File: src/rtl/adc_cmd_pkg.sv
// Constants, field layouts and types for the converter command and readout front end.
// Overview of operation
// - Bit 7 of a written byte picks setup (one) or configuration (zero).
// - Setup bit 2 picks bipolar (one) or unipolar; zero after reset.
// - Setup bit 1 at zero restores configuration defaults; setup itself keeps new value.
// - Setup bit 0 is ignored.
// - Configuration bits 6..5 load scan select; zero after reset.
// - Configuration bit 0 picks single-ended (one) or differential; one after reset.
// - Single-ended: channel select 0 converts input a, 1 input b, against ground.
// - Master starts reads with START, address and read bit; device acknowledges address.
// - Each result goes out as two bytes: six high bits, then result MSB first.
// - Write carries one or two command bytes, any order; each is acknowledged.
// - Device answers only address 0110110; address LSB zero writes, one reads.
// - Differential: channel select 0 makes a positive, b negative; 1 reverses.
// - On a master not-acknowledge the device releases the data line.
package adc_cmd_pkg;

  localparam logic [6:0] DEV_ADDR   = 7'h36;
  localparam int         BYTE_W     = 8;
  localparam int         RESULT_W   = 10;
  localparam int         PAD_W      = 6;
  localparam int         CNT_W      = 4;

  // Setup byte fields.
  localparam int         REG_BIT    = 7;
  localparam int         SEL_HI     = 6;
  localparam int         SEL_LO     = 4;
  localparam int         CLK_BIT    = 3;
  localparam int         POL_BIT    = 2;
  localparam int         RST_BIT    = 1;
  // Configuration byte fields.
  localparam int         SCAN_HI    = 6;
  localparam int         SCAN_LO    = 5;
  localparam int         CS_BIT     = 1;
  localparam int         SGL_BIT    = 0;

  typedef struct packed {
    logic [2:0] ref_select;
    logic       clock_ext;
    logic       polarity_select;
  } setup_t;

  typedef struct packed {
    logic [1:0] scan_select;
    logic       channel_select;
    logic       input_type_select;
  } config_t;

  localparam setup_t  SETUP_RESET  = '{ref_select: 3'h0, clock_ext: 1'b0, polarity_select: 1'b0};
  localparam config_t CONFIG_RESET = '{scan_select: 2'h0, channel_select: 1'b0,
                                       input_type_select: 1'b1};

  typedef enum logic [1:0] {
    SRC_GND = 2'h0,
    SRC_A   = 2'h1,
    SRC_B   = 2'h2
  } src_t;

  typedef struct packed {
    src_t pos;
    src_t neg;
  } route_t;

  localparam route_t ROUTE_RESET = '{pos: SRC_A, neg: SRC_GND};

  typedef enum logic [6:0] {
    ST_IDLE     = 7'h01,
    ST_ADDR     = 7'h02,
    ST_ADDR_ACK = 7'h04,
    ST_WR       = 7'h08,
    ST_WR_ACK   = 7'h10,
    ST_RD       = 7'h20,
    ST_RD_ACK   = 7'h40
  } link_state_t;

endpackage : adc_cmd_pkg

File: src/rtl/adc_cmd_readout.sv
// Two-wire slave that decodes command bytes and returns buffered conversion results.
`timescale 1ns/100ps
module adc_cmd_readout
  import adc_cmd_pkg::*;
#(
  parameter int DEPTH = 2
) (
  input  wire logic                clk_in,
  input  wire logic                rst_in,
  input  wire logic                scl_in,
  input  wire logic                sda_in,
  output logic                     sda_out,
  output logic                     sda_oe_out,
  input  wire logic [RESULT_W-1:0] result_in,
  input  wire logic                result_valid_in,
  output logic                     result_ready_out,
  output setup_t                   setup_out,
  output config_t                  config_out,
  output route_t                   route_out
);
  localparam int PTR_W = $clog2(DEPTH);

  // ---------------------------------------------------------------------------
  // Line sampling and bus conditions
  // ---------------------------------------------------------------------------
  logic scl_s, sda_s, scl_d_ff, sda_d_ff;

  sync2 #(.WIDTH(1)) u_scl_sync (.clk_in(clk_in), .rst_in(rst_in), .d_in(scl_in), .q_out(scl_s));
  sync2 #(.WIDTH(1)) u_sda_sync (.clk_in(clk_in), .rst_in(rst_in), .d_in(sda_in), .q_out(sda_s));

  wire scl_rise  = scl_s & ~scl_d_ff;
  wire scl_fall  = ~scl_s & scl_d_ff;
  wire start_det = scl_s & scl_d_ff & sda_d_ff & ~sda_s;
  wire stop_det  = scl_s & scl_d_ff & ~sda_d_ff & sda_s;

  // ---------------------------------------------------------------------------
  // Two-entry result buffer
  // ---------------------------------------------------------------------------
  logic [RESULT_W-1:0] mem_ff [DEPTH];
  logic [PTR_W-1:0]    wr_ptr_ff, rd_ptr_ff;
  logic [PTR_W:0]      count_ff;
  logic                load;
  logic                sel_ff;

  wire                buf_full  = (count_ff == (PTR_W+1)'(DEPTH));
  wire                buf_empty = (count_ff == '0);
  wire                push      = result_valid_in & ~buf_full;
  wire                pop       = load & ~sel_ff & ~buf_empty;
  wire [RESULT_W-1:0] head      = mem_ff[rd_ptr_ff];

  assign result_ready_out = ~buf_full;

  always_ff @(posedge clk_in) begin
    if (push) begin
      mem_ff[wr_ptr_ff] <= result_in;
    end
  end

  always_ff @(posedge clk_in or posedge rst_in) begin
    if (rst_in) begin
      wr_ptr_ff <= '0;
      rd_ptr_ff <= '0;
      count_ff  <= '0;
    end else begin
      wr_ptr_ff <= push ? PTR_W'(wr_ptr_ff + 1'b1) : wr_ptr_ff;
      rd_ptr_ff <= pop  ? PTR_W'(rd_ptr_ff + 1'b1) : rd_ptr_ff;
      count_ff  <= (PTR_W+1)'(count_ff + push - pop);
    end
  end

  // ---------------------------------------------------------------------------
  // Link state machine
  // ---------------------------------------------------------------------------
  link_state_t         state_ff, nxt_state;
  logic [CNT_W-1:0]    cnt_ff, nxt_cnt;
  logic [BYTE_W-1:0]   shift_ff, nxt_shift;
  logic                oe_ff, nxt_oe, rw_ff, nxt_rw, nack_ff, nxt_nack, nxt_sel;
  logic [RESULT_W-1:0] word_ff, nxt_word;
  setup_t              setup_ff, nxt_setup;
  config_t             cfg_ff, nxt_cfg;
  route_t              route_ff, nxt_route;

  wire byte_in   = (cnt_ff == CNT_W'(BYTE_W));
  wire addr_hit  = (shift_ff[BYTE_W-1:1] == DEV_ADDR);
  wire is_setup  = shift_ff[REG_BIT];
  wire cfg_reset = ~shift_ff[RST_BIT];
  wire last_bit  = (cnt_ff == CNT_W'(BYTE_W-1));

  always_comb begin
    nxt_state = state_ff;
    nxt_cnt   = cnt_ff;
    nxt_shift = shift_ff;
    nxt_oe    = oe_ff;
    nxt_rw    = rw_ff;
    nxt_nack  = nack_ff;
    nxt_sel   = sel_ff;
    nxt_word  = word_ff;
    nxt_setup = setup_ff;
    nxt_cfg   = cfg_ff;
    load      = 1'b0;
    if (stop_det) begin
      nxt_state = ST_IDLE;
      nxt_oe    = 1'b0;
    end else if (start_det) begin
      nxt_state = ST_ADDR;
      nxt_cnt   = '0;
      nxt_oe    = 1'b0;
      nxt_sel   = 1'b0;
    end else begin
      unique case (state_ff)
        ST_IDLE: begin
        end
        ST_ADDR: begin
          if (scl_rise) begin
            nxt_shift = {shift_ff[BYTE_W-2:0], sda_s};
            nxt_cnt   = CNT_W'(cnt_ff + 1'b1);
          end else if (scl_fall && byte_in) begin
            nxt_rw    = shift_ff[0];
            nxt_state = addr_hit ? ST_ADDR_ACK : ST_IDLE;
            nxt_oe    = addr_hit;
          end
        end
        ST_WR: begin
          if (scl_rise) begin
            nxt_shift = {shift_ff[BYTE_W-2:0], sda_s};
            nxt_cnt   = CNT_W'(cnt_ff + 1'b1);
          end else if (scl_fall && byte_in) begin
            if (is_setup) begin
              nxt_setup.ref_select      = shift_ff[SEL_HI:SEL_LO];
              nxt_setup.clock_ext       = shift_ff[CLK_BIT];
              nxt_setup.polarity_select = shift_ff[POL_BIT];
              if (cfg_reset) begin
                nxt_cfg = CONFIG_RESET;
              end
            end else begin
              nxt_cfg.scan_select       = shift_ff[SCAN_HI:SCAN_LO];
              nxt_cfg.channel_select    = shift_ff[CS_BIT];
              nxt_cfg.input_type_select = shift_ff[SGL_BIT];
            end
            nxt_state = ST_WR_ACK;
            nxt_oe    = 1'b1;
          end
        end
        ST_ADDR_ACK, ST_WR_ACK: begin
          if (scl_fall) begin
            nxt_oe  = 1'b0;
            nxt_cnt = '0;
            if (state_ff == ST_ADDR_ACK && rw_ff) begin
              nxt_state = ST_RD;
              load      = 1'b1;
            end else begin
              nxt_state = ST_WR;
            end
          end
        end
        ST_RD: begin
          if (scl_fall) begin
            if (last_bit) begin
              nxt_state = ST_RD_ACK;
              nxt_oe    = 1'b0;
            end else begin
              nxt_shift = {shift_ff[BYTE_W-2:0], 1'b1};
              nxt_oe    = ~shift_ff[BYTE_W-2];
              nxt_cnt   = CNT_W'(cnt_ff + 1'b1);
            end
          end
        end
        ST_RD_ACK: begin
          if (scl_rise) begin
            nxt_nack = sda_s;
          end else if (scl_fall) begin
            nxt_cnt   = '0;
            nxt_state = nack_ff ? ST_IDLE : ST_RD;
            load      = ~nack_ff;
          end
        end
        default: begin
          nxt_state = ST_IDLE;
          nxt_oe    = 1'b0;
        end
      endcase
    end
    // The first byte of a result takes a fresh word; with the buffer empty the
    // previous word is sent again rather than stalling the bus.
    if (load) begin
      if (!sel_ff) begin
        nxt_word  = buf_empty ? word_ff : head;
        nxt_shift = {{PAD_W{1'b1}}, nxt_word[RESULT_W-1:BYTE_W]};
      end else begin
        nxt_shift = word_ff[BYTE_W-1:0];
      end
      nxt_sel = ~sel_ff;
      nxt_oe  = ~nxt_shift[BYTE_W-1];
    end
  end

  always_comb begin
    nxt_route.pos = cfg_ff.channel_select ? SRC_B : SRC_A;
    nxt_route.neg = cfg_ff.input_type_select ? SRC_GND :
                    (cfg_ff.channel_select ? SRC_A : SRC_B);
  end

  always_ff @(posedge clk_in or posedge rst_in) begin
    if (rst_in) begin
      scl_d_ff <= 1'b1;
      sda_d_ff <= 1'b1;
      state_ff <= ST_IDLE;
      cnt_ff   <= '0;
      shift_ff <= '0;
      oe_ff    <= 1'b0;
      rw_ff    <= 1'b0;
      nack_ff  <= 1'b0;
      sel_ff   <= 1'b0;
      word_ff  <= '0;
      setup_ff <= SETUP_RESET;
      cfg_ff   <= CONFIG_RESET;
      route_ff <= ROUTE_RESET;
    end else begin
      scl_d_ff <= scl_s;
      sda_d_ff <= sda_s;
      state_ff <= nxt_state;
      cnt_ff   <= nxt_cnt;
      shift_ff <= nxt_shift;
      oe_ff    <= nxt_oe;
      rw_ff    <= nxt_rw;
      nack_ff  <= nxt_nack;
      sel_ff   <= nxt_sel;
      word_ff  <= nxt_word;
      setup_ff <= nxt_setup;
      cfg_ff   <= nxt_cfg;
      route_ff <= nxt_route;
    end
  end

  // Open drain: only ever pulls low.
  assign sda_out    = 1'b0;
  assign sda_oe_out = oe_ff;
  assign setup_out  = setup_ff;
  assign config_out = cfg_ff;
  assign route_out  = route_ff;

  wire wr_done = (state_ff == ST_WR) & scl_fall & byte_in & ~start_det & ~stop_det;
endmodule : adc_cmd_readout

File: src/rtl/sync2.sv
// Two flip-flop synchroniser for levels arriving from outside the clock domain.
`timescale 1ns/100ps
module sync2 #(
  parameter int WIDTH = 1
) (
  input  wire logic             clk_in,
  input  wire logic             rst_in,
  input  wire logic [WIDTH-1:0] d_in,
  output logic      [WIDTH-1:0] q_out
);
  logic [WIDTH-1:0] meta_ff;

  // Bus lines idle high, so both stages reset to one to avoid a false START.
  always_ff @(posedge clk_in or posedge rst_in) begin
    if (rst_in) begin
      meta_ff <= '1;
      q_out   <= '1;
    end else begin
      meta_ff <= d_in;
      q_out   <= meta_ff;
    end
  end
endmodule : sync2

File: config.mk
export PLATFORM = sky130hd
export DESIGN_NAME = adc_cmd_readout
export DESIGN_NICKNAME = d
export VERILOG_FILES = /design/src/rtl/adc_cmd_pkg.sv /design/src/rtl/adc_cmd_readout.sv /design/src/rtl/sync2.sv
export SDC_FILE = /design/constraint.sdc
export NUM_CORES = 1
export LEC_CHECK = 0
export CAP_MARGIN = 0
export CORE_ASPECT_RATIO = 1.25
export CORE_MARGIN = 2
export CORE_UTILIZATION = 49
export CTS_CLUSTER_DIAMETER = 120
export CTS_CLUSTER_SIZE = 28
export DETAILED_ROUTE_END_ITERATION = 7
export DONT_BUFFER_PORTS = 1
export PLACE_DENSITY = 0.75
export SLEW_MARGIN = 20
export SYNTH_ARGS = -nofsm -noshare
export SYNTH_HDL_FRONTEND = slang
export SYNTH_SLANG_ARGS = --single-unit
File: constraint.sdc
create_clock -name clk_in -period 6.1 [get_ports clk_in]
set_clock_uncertainty 0.15 [all_clocks]
set_input_delay 1.22 -clock clk_in [delete_from_list [all_inputs] [get_ports clk_in]]
set_output_delay 1.22 -clock clk_in [all_outputs]
set_load 0.1 [all_outputs]
Word-level counts from Yosys, hierarchy flattened
Memory sizes are Yosys's and may differ from the RTL's.
Cells that the tools add are included.
{"block": "totals", "regBits": 56, "ramBits": 20, "in_bits": 15, "out_inout_bits": 16, "wordCells": 173, "memories": 1}
{"block": "classes", "n_addsub": 5, "eq_ne": 38, "muxes": 60, "bitwise": 23, "n_reduce_logical": 20}
{"name": "mem_ff", "words": 2, "width": 10, "rd": 1, "rd_clocked_by_memory_dff": 0, "write_ports": 1, "line_no": "adc_cmd_readout.sv:39", "rtl": "logic [RESULT_W-1:0] mem_ff [DEPTH];"}
{"op": "7-bit two-way mux", "n": 11}
{"op": "8-bit two-way mux", "n": 8}
{"op": "7-bit case mux with 6 select lines", "n": 1}
{"op": "4-bit inequality test, second input constant", "n": 9}
{"op": "4-bit two-way mux", "n": 8}
{"op": "5-bit inequality test, second input constant", "n": 6}
{"op": "6-bit AND reduction", "n": 4}
{"op": "1-bit two-way mux", "n": 21}
{"op": "3-bit inequality test, second input constant", "n": 6}
{"op": "4-bit case mux with 4 select lines", "n": 1}
{"op": "8-bit case mux with 2 select lines", "n": 1}
{"op": "7-bit by 6-bit == test with 1-bit output, second input constant", "n": 2}
{"op": "1-bit NOT", "n": 13}
{"op": "6-bit two-way mux", "n": 2}
{"op": "1-bit AND", "n": 10}
{"op": "10-bit two-way mux", "n": 1}
{"op": "10-bit AND reduction", "n": 1}
{"op": "7-bit by 1-bit == test with 1-bit output, second input constant", "n": 1}
{"op": "7-bit by 2-bit == test with 1-bit output, second input constant", "n": 1}
{"op": "7-bit by 3-bit == test with 1-bit output, second input constant", "n": 1}
{"op": "7-bit by 4-bit == test with 1-bit output, second input constant", "n": 1}
{"op": "7-bit by 5-bit == test with 1-bit output, second input constant", "n": 1}
{"op": "7-bit == test, second input constant", "n": 1}
{"op": "7-bit AND reduction", "n": 1}
{"op": "25 further kinds", "n": 34}

Longest topological paths before layout
{"block": "logic_depth", "depth_word": 10, "depth_mapped": 12, "ltp_nobuf": 9}

Cells and area by module
From an unflattened synthesis, not the netlist that was laid out.
{"block": "hier_totals", "hier_cells": 309, "area_unflattened_um2": 3557.2}
{"module": "adc_cmd_readout", "instances": 1, "cells_each": 303, "area_each_um2": 3444.6, "seq_area_each_um2": 1908.1}
{"module": "sync2", "instances": 2, "cells_each": 3, "area_each_um2": 56.3, "seq_area_each_um2": 52.6}

Worst setup path after synthesis
Ideal clock, no wire load.
{"block": "synth_timing", "path_kind": "reg-to-reg", "from": "reg state_ff[3]", "to": "reg count_ff[1]", "setup_ns": 0.080, "arrival_time_ns": 2.445, "required_time_ns": 5.870, "path_slack_ns": 3.425, "stages_incl_launch_ff": 13, "n_path_buf": 3, "period_less_slack_ns": 2.675, "cell_sequence": "dfrtp_1 -> buf_4 -> nor4_4 -> nand4_2 -> a21o_1 -> buf_6 -> nor3_4 -> buf_6 -> ha_1 -> inv_1 -> ha_1 -> xnor2_1 -> xnor2_1"}
{"block": "synth_between", "elab_chain_cells": 10, "word_cells_on_any_way": 13, "cone_classes": "add/sub: 1; eq/ne: 3; mux: 5; bitwise: 2; reduce/logical: 2"}
{"item": "from (decl)", "line_no": "adc_cmd_readout.sv:74", "rtl": "link_state_t state_ff, nxt_state;"}
{"item": "from (signal assigned)", "line_no": "adc_cmd_readout.sv:221", "rtl": "state_ff <= nxt_state;"}
{"item": "7-bit by 3-bit == test with 1-bit output", "line_no": "adc_cmd_readout.sv:110, adc_cmd_readout.sv:148"}
{"item": "1-bit logical AND", "line_no": "adc_cmd_readout.sv:148", "rtl": "if (state_ff == ST_ADDR_ACK && rw_ff) begin"}
{"item": "1-bit two-way mux", "line_no": "adc_cmd_readout.sv:148"}
{"item": "1-bit two-way mux", "line_no": "adc_cmd_readout.sv:145", "rtl": "if (scl_fall) begin"}
{"item": "1-bit case mux with 2 select lines (*)", "line_no": "adc_cmd_readout.sv:110", "rtl": "unique case (state_ff)"}
{"item": "1-bit two-way mux (*)", "line_no": "adc_cmd_readout.sv:104", "rtl": "end else if (start_det) begin"}
{"item": "1-bit two-way mux (*)", "line_no": "adc_cmd_readout.sv:101", "rtl": "if (stop_det) begin"}
{"item": "1-bit AND (*) (2 in series)", "line_no": "adc_cmd_readout.sv:48", "rtl": "wire pop = load & ~sel_ff & ~buf_empty;"}
{"item": "via pop", "line_no": "adc_cmd_readout.sv:48"}
{"item": "2-bit by 1-bit subtractor with 2-bit output (*)", "line_no": "adc_cmd_readout.sv:67", "rtl": "count_ff <= (PTR_W+1)'(count_ff + push - pop);"}
{"item": "to (signal assigned)", "line_no": "adc_cmd_readout.sv:67"}
{"item": "to (decl)", "line_no": "adc_cmd_readout.sv:41", "rtl": "logic [PTR_W:0] count_ff;"}
The timed path passes the listed nets; every way through them passes the cells marked *.
A chain may end at the register's enable or synchronous reset.

Worst setup path after layout
{"block": "layout_timing", "from": "reg state_ff[1]", "to": "reg count_ff[1]"}
{"block": "layout_between", "elab_chain_cells": 10, "word_cells_on_any_way": 13, "cone_classes": "add/sub: 1; eq/ne: 3; mux: 5; bitwise: 2; reduce/logical: 2"}
{"item": "7-bit by 3-bit == test with 1-bit output", "line_no": "adc_cmd_readout.sv:110, adc_cmd_readout.sv:148"}
{"item": "1-bit logical AND", "line_no": "adc_cmd_readout.sv:148"}
{"item": "1-bit two-way mux", "line_no": "adc_cmd_readout.sv:148"}
{"item": "1-bit two-way mux", "line_no": "adc_cmd_readout.sv:145"}
{"item": "1-bit case mux with 2 select lines (*)", "line_no": "adc_cmd_readout.sv:110"}
{"item": "1-bit two-way mux (*)", "line_no": "adc_cmd_readout.sv:104"}
{"item": "1-bit two-way mux (*)", "line_no": "adc_cmd_readout.sv:101"}
{"item": "1-bit AND (*) (2 in series)", "line_no": "adc_cmd_readout.sv:48"}
{"item": "2-bit by 1-bit subtractor with 2-bit output (*)", "line_no": "adc_cmd_readout.sv:67"}
Mark *: on every way between the ends. The rest lies on a longest branch, timed or not.

==> flow_metrics.env <==
export IMPL_status="finished clean"
export IMPL_synthCells=305
export IMPL_antenna_cells=0
export IMPL_min_from="u_sda_sync.meta_ff"
export IMPL_final_cells=401
export IMPL_switchingPower_mw=0.379
export IMPL_grt_antenna_before_repair=0
export IMPL_hold_class="reg2reg"
export IMPL_grt_setup_unrepaired="false"
export IMPL_grt_pass1_vias=2334
export IMPL_crit_slowest_cell="nor3_4"
export IMPL_vias=2254
export IMPL_synthAdderAreaFrac_pct=1.42
export IMPL_hold_buffers=0
export IMPL_slowest_delay_ps=610
export IMPL_fin_nets=325
export IMPL_netlist_area_sq_um=3530
export IMPL_cp_required_ps=6210
export IMPL_num_rows=34
export IMPL_firstDrtPassIters=5
export IMPL_p_total_mw=1.26
export IMPL_finalMaxSlewViolations=0
export IMPL_cts_tree="done"
export IMPL_synth_simple_area_share_pct=16.9
export IMPL_irDropWorstVdd_uv=206
export IMPL_report_final_setup_viol=0
export IMPL_period_share_pct=53.8
export IMPL_post_drt_wl_per_cell_um=15.7
export IMPL_cts_inserted_buffers=9
export IMPL_yosysSeqAreaShare_pct=57.0
export IMPL_synth_top_family_by_area="simple AND/OR/NAND/NOR gates"
export IMPL_ys_types=54
export IMPL_muxShareOfSynthArea_pct=8.54
export IMPL_cp_arrival_ps=3390
export IMPL_htreeDepth=3
export IMPL_fillers=632
export IMPL_grt_overflow=0
export IMPL_avgSynthCellArea_sq_um=11.6
export IMPL_dp_cells=385
export IMPL_multiInputGateArea_sq_um=1390
export IMPL_synth_area_leader_cell="dfrtp_1"
export IMPL_relSlewSlack_pct=27.5
export IMPL_clock_sinks=76
export IMPL_utilization_pct=54.0
export IMPL_cts_repair_resized=0
export IMPL_crit_type="reg2reg"
export IMPL_clk_pin_slew_worst_paths_ps=70
export IMPL_ys_flop_type="dfrtp_1"
export IMPL_fin_crit_ps=3280
export IMPL_final_layout_size_suffix_gt1_share_pct=11.6
export IMPL_tightest_slew_ps=1090
export IMPL_ys_seq_elements=76
export IMPL_clockRootBuffer="clkbuf_8"
export IMPL_swShare_pct=30.1
export IMPL_vias_per_cell=5.62
export IMPL_crit_chain="nor4_4 -> nand4_2 -> a21o_1 -> nor3_4 -> ha_1 -> inv_1 -> ha_1 -> xnor2_1 -> xnor2_1"
export IMPL_crit_fanout=19
export IMPL_worstSetupEndpointType="flip-flop"
export IMPL_antenna_left=0
export IMPL_synth_area_top_cells="dfrtp_1, edfxtp_1, dfstp_2"
export IMPL_fp_dieW_um=79.9
export IMPL_start_kind="flip-flop"
export IMPL_wl_um=6290
export IMPL_setup_tns_ps=0
export IMPL_cp_num_buf_inv=1
export IMPL_async_flop_share_pct=73.7
export IMPL_die_area_sq_um=7900
export IMPL_dp_hpwl_um=4520
export IMPL_synth_top_area_share_pct=33.3
export IMPL_hold_violations=0
export IMPL_yosysWarnings=0
export IMPL_grt_max_degree=57
export IMPL_syn_nets=324
export IMPL_clock_latency_ps=340
export IMPL_cpLargestDelayFamily="simple AND/OR/NAND/NOR gates"
export IMPL_drt_iter0_markers=134
export IMPL_clock_path_buffers=2
export IMPL_coreArea_sq_um=6980
export IMPL_pwr_share_seq_pct=51.7
export IMPL_io_buffers=0
export IMPL_drc=0
export IMPL_ios=31
export IMPL_start_util_pct=50.6
export IMPL_leakage_nw=1.53
export IMPL_post_cts_repair_setup_buffers=0
export IMPL_ff_latch_area_sq_um=2010
export IMPL_p_per_area_nw_per_um2=334
export IMPL_grtUsageTotal_pct=17.4
export IMPL_p_int_mw=0.880
export IMPL_startpoint="state_ff[1]"
export IMPL_drv_cap=0
export IMPL_synth_xor_area_share_pct=2.23
export IMPL_power_frac_comb_pct=17.8
export IMPL_max_freq_mhz=304
export IMPL_synth_edff_count=20
export IMPL_synth_compound_area_share_pct=10.2
export IMPL_clkPwrFrac_pct=30.5
export IMPL_area_growth_pct=6.74
export IMPL_reg2reg_from="state_ff[1]"
export IMPL_routabilityCongestion=0.910
export IMPL_grt_pass1_wl_um=10800
export IMPL_die_h_um=98.9
[placed cells by master (no fill, tap or decap), types with 4 or more instances in the layout]
cell type,n
a211oi_1,4
a21oi_1,24
clkbuf_8,10
dfrtp_1,47
dfstp_2,9
edfxtp_1,20
ha_1,4
inv_1,10
mux2_1,8
mux2i_1,20
nand2_1,17
nand2b_1,5
nand3_1,12
nand4_1,5
nor2_1,34
nor2b_1,4
nor3_1,10
o21ai_0,8
o21ai_1,4
xnor2_1,4
xor2_1,5
[sequential cells by signal (all words and copies together) (netlist names)]
| register | cells |
|---|---|
| sda_oe_out | 1 |
| count_ff | 2 |
| sel_ff | 1 |
| state_ff | 7 |
| nack_ff | 1 |
| wr_ptr_ff | 1 |
| setup_out | 5 |
| rw_ff | 1 |
| shift_ff | 8 |
| cnt_ff | 4 |
| u_scl_sync.q_out | 1 |
| u_sda_sync.meta_ff | 1 |
| config_out | 4 |
| scl_d_ff | 1 |
| mem_ff | 20 |
| route_out | 4 |
| sda_d_ff | 1 |
| u_scl_sync.meta_ff | 1 |
| rd_ptr_ff | 1 |
| u_sda_sync.q_out | 1 |
| word_ff | 10 |
[final cells by class]
type / count / share of cell area (%)
flip-flops and latches: 76 / 53.4
multi-input cells: 207 / 36.9
clock inverters: 5 / 1.59
repair buffers: 1 / 0.199
clock buffers: 11 / 3.75
well taps: 90 / 2.99
inverters: 11 / 1.10
[worst reg2reg max path, stage by stage (launching register included)]
cell	delay (ps)
dfrtp_1	530
nor4_4	450
nand4_2	220
a21o_1	420
nor3_4	620
ha_1	350
inv_1	60
ha_1	140
xnor2_1	130
xnor2_1	140
[Yosys cell counts (2+ instances only)]
cell type  number
or3_1           3
inv_1          11
mux2_1          8
a21o_1          3
nor3_1         10
a211oi_1        4
buf_6           4
buf_4           3
a21oi_1        24
nor2b_1         4
nand4_1         5
nand2b_1        5
xnor2_1         4
o21ai_0         8
nand2_1        17
o21ai_1         4
ha_1            4
xor2_1          5
dfstp_2         9
a22o_1          2
nor2_1         34
edfxtp_1       20
dfrtp_1        47
o211ai_1        2
and3_1          3
nor4_4          3
nand3_1        12
mux2i_1        20
buf_1           2
[layer usage]
layer	vias up	global-route usage (%)	part of all wire, %
met2	51	28.0	49
li1	1099	-	-
met3	9	4.58	4.3
met5	-	0	0
met1	1095	22.5	45
met4	0	6.65	1.8
[cells by family (layout without fill, tap and decap cells)]
| family | Yosys count | after routing |
|---|---|---|
| simple gates | 106 | 106 |
| buf+inv | 22 | 28 |
| xor+xnor | 9 | 9 |
| flops | 76 | 76 |
| fa+ha+maj | 4 | 4 |
| other cells | 1 | 1 |
| mux | 29 | 29 |
| compound gates | 58 | 58 |
[power by group through the flow]
stage	combinational (mW)	sequential [mW]	clock, mW
floorplan	0.191	0.643	0
global placement	0.222	0.659	0
detailed placement	0.225	0.661	0
CTS	0.226	0.652	0.394
global route	0.247	0.662	0.416
finish	0.224	0.651	0.384
[through the flow]
stage	hold WS (ps)	cell area (sq um)	worst slack, ps
floorplan	195	3530	3370
global placement	197	3570	2920
detailed placement	200	3570	2830
CTS	210	3770	2790
global route	214	3770	2550
finish	208	3770	2820
[final timing paths]
| kind | cells past startpoint | slack (ps) | endpoint |
|---|---|---|---|
| min reg2reg | 0 | 210 | u_sda_sync.q_out |
| max | 9 | 2820 | count_ff[1] |
| max in group asynchronous | 2 | 4540 | route_out[0] |
| min | 0 | 210 | u_sda_sync.q_out |
| max reg2reg | 9 | 2820 | count_ff[1] |
| min in group asynchronous | 2 | 800 | nack_ff |
Note: power is estimated with default switching activity, not from simulation.
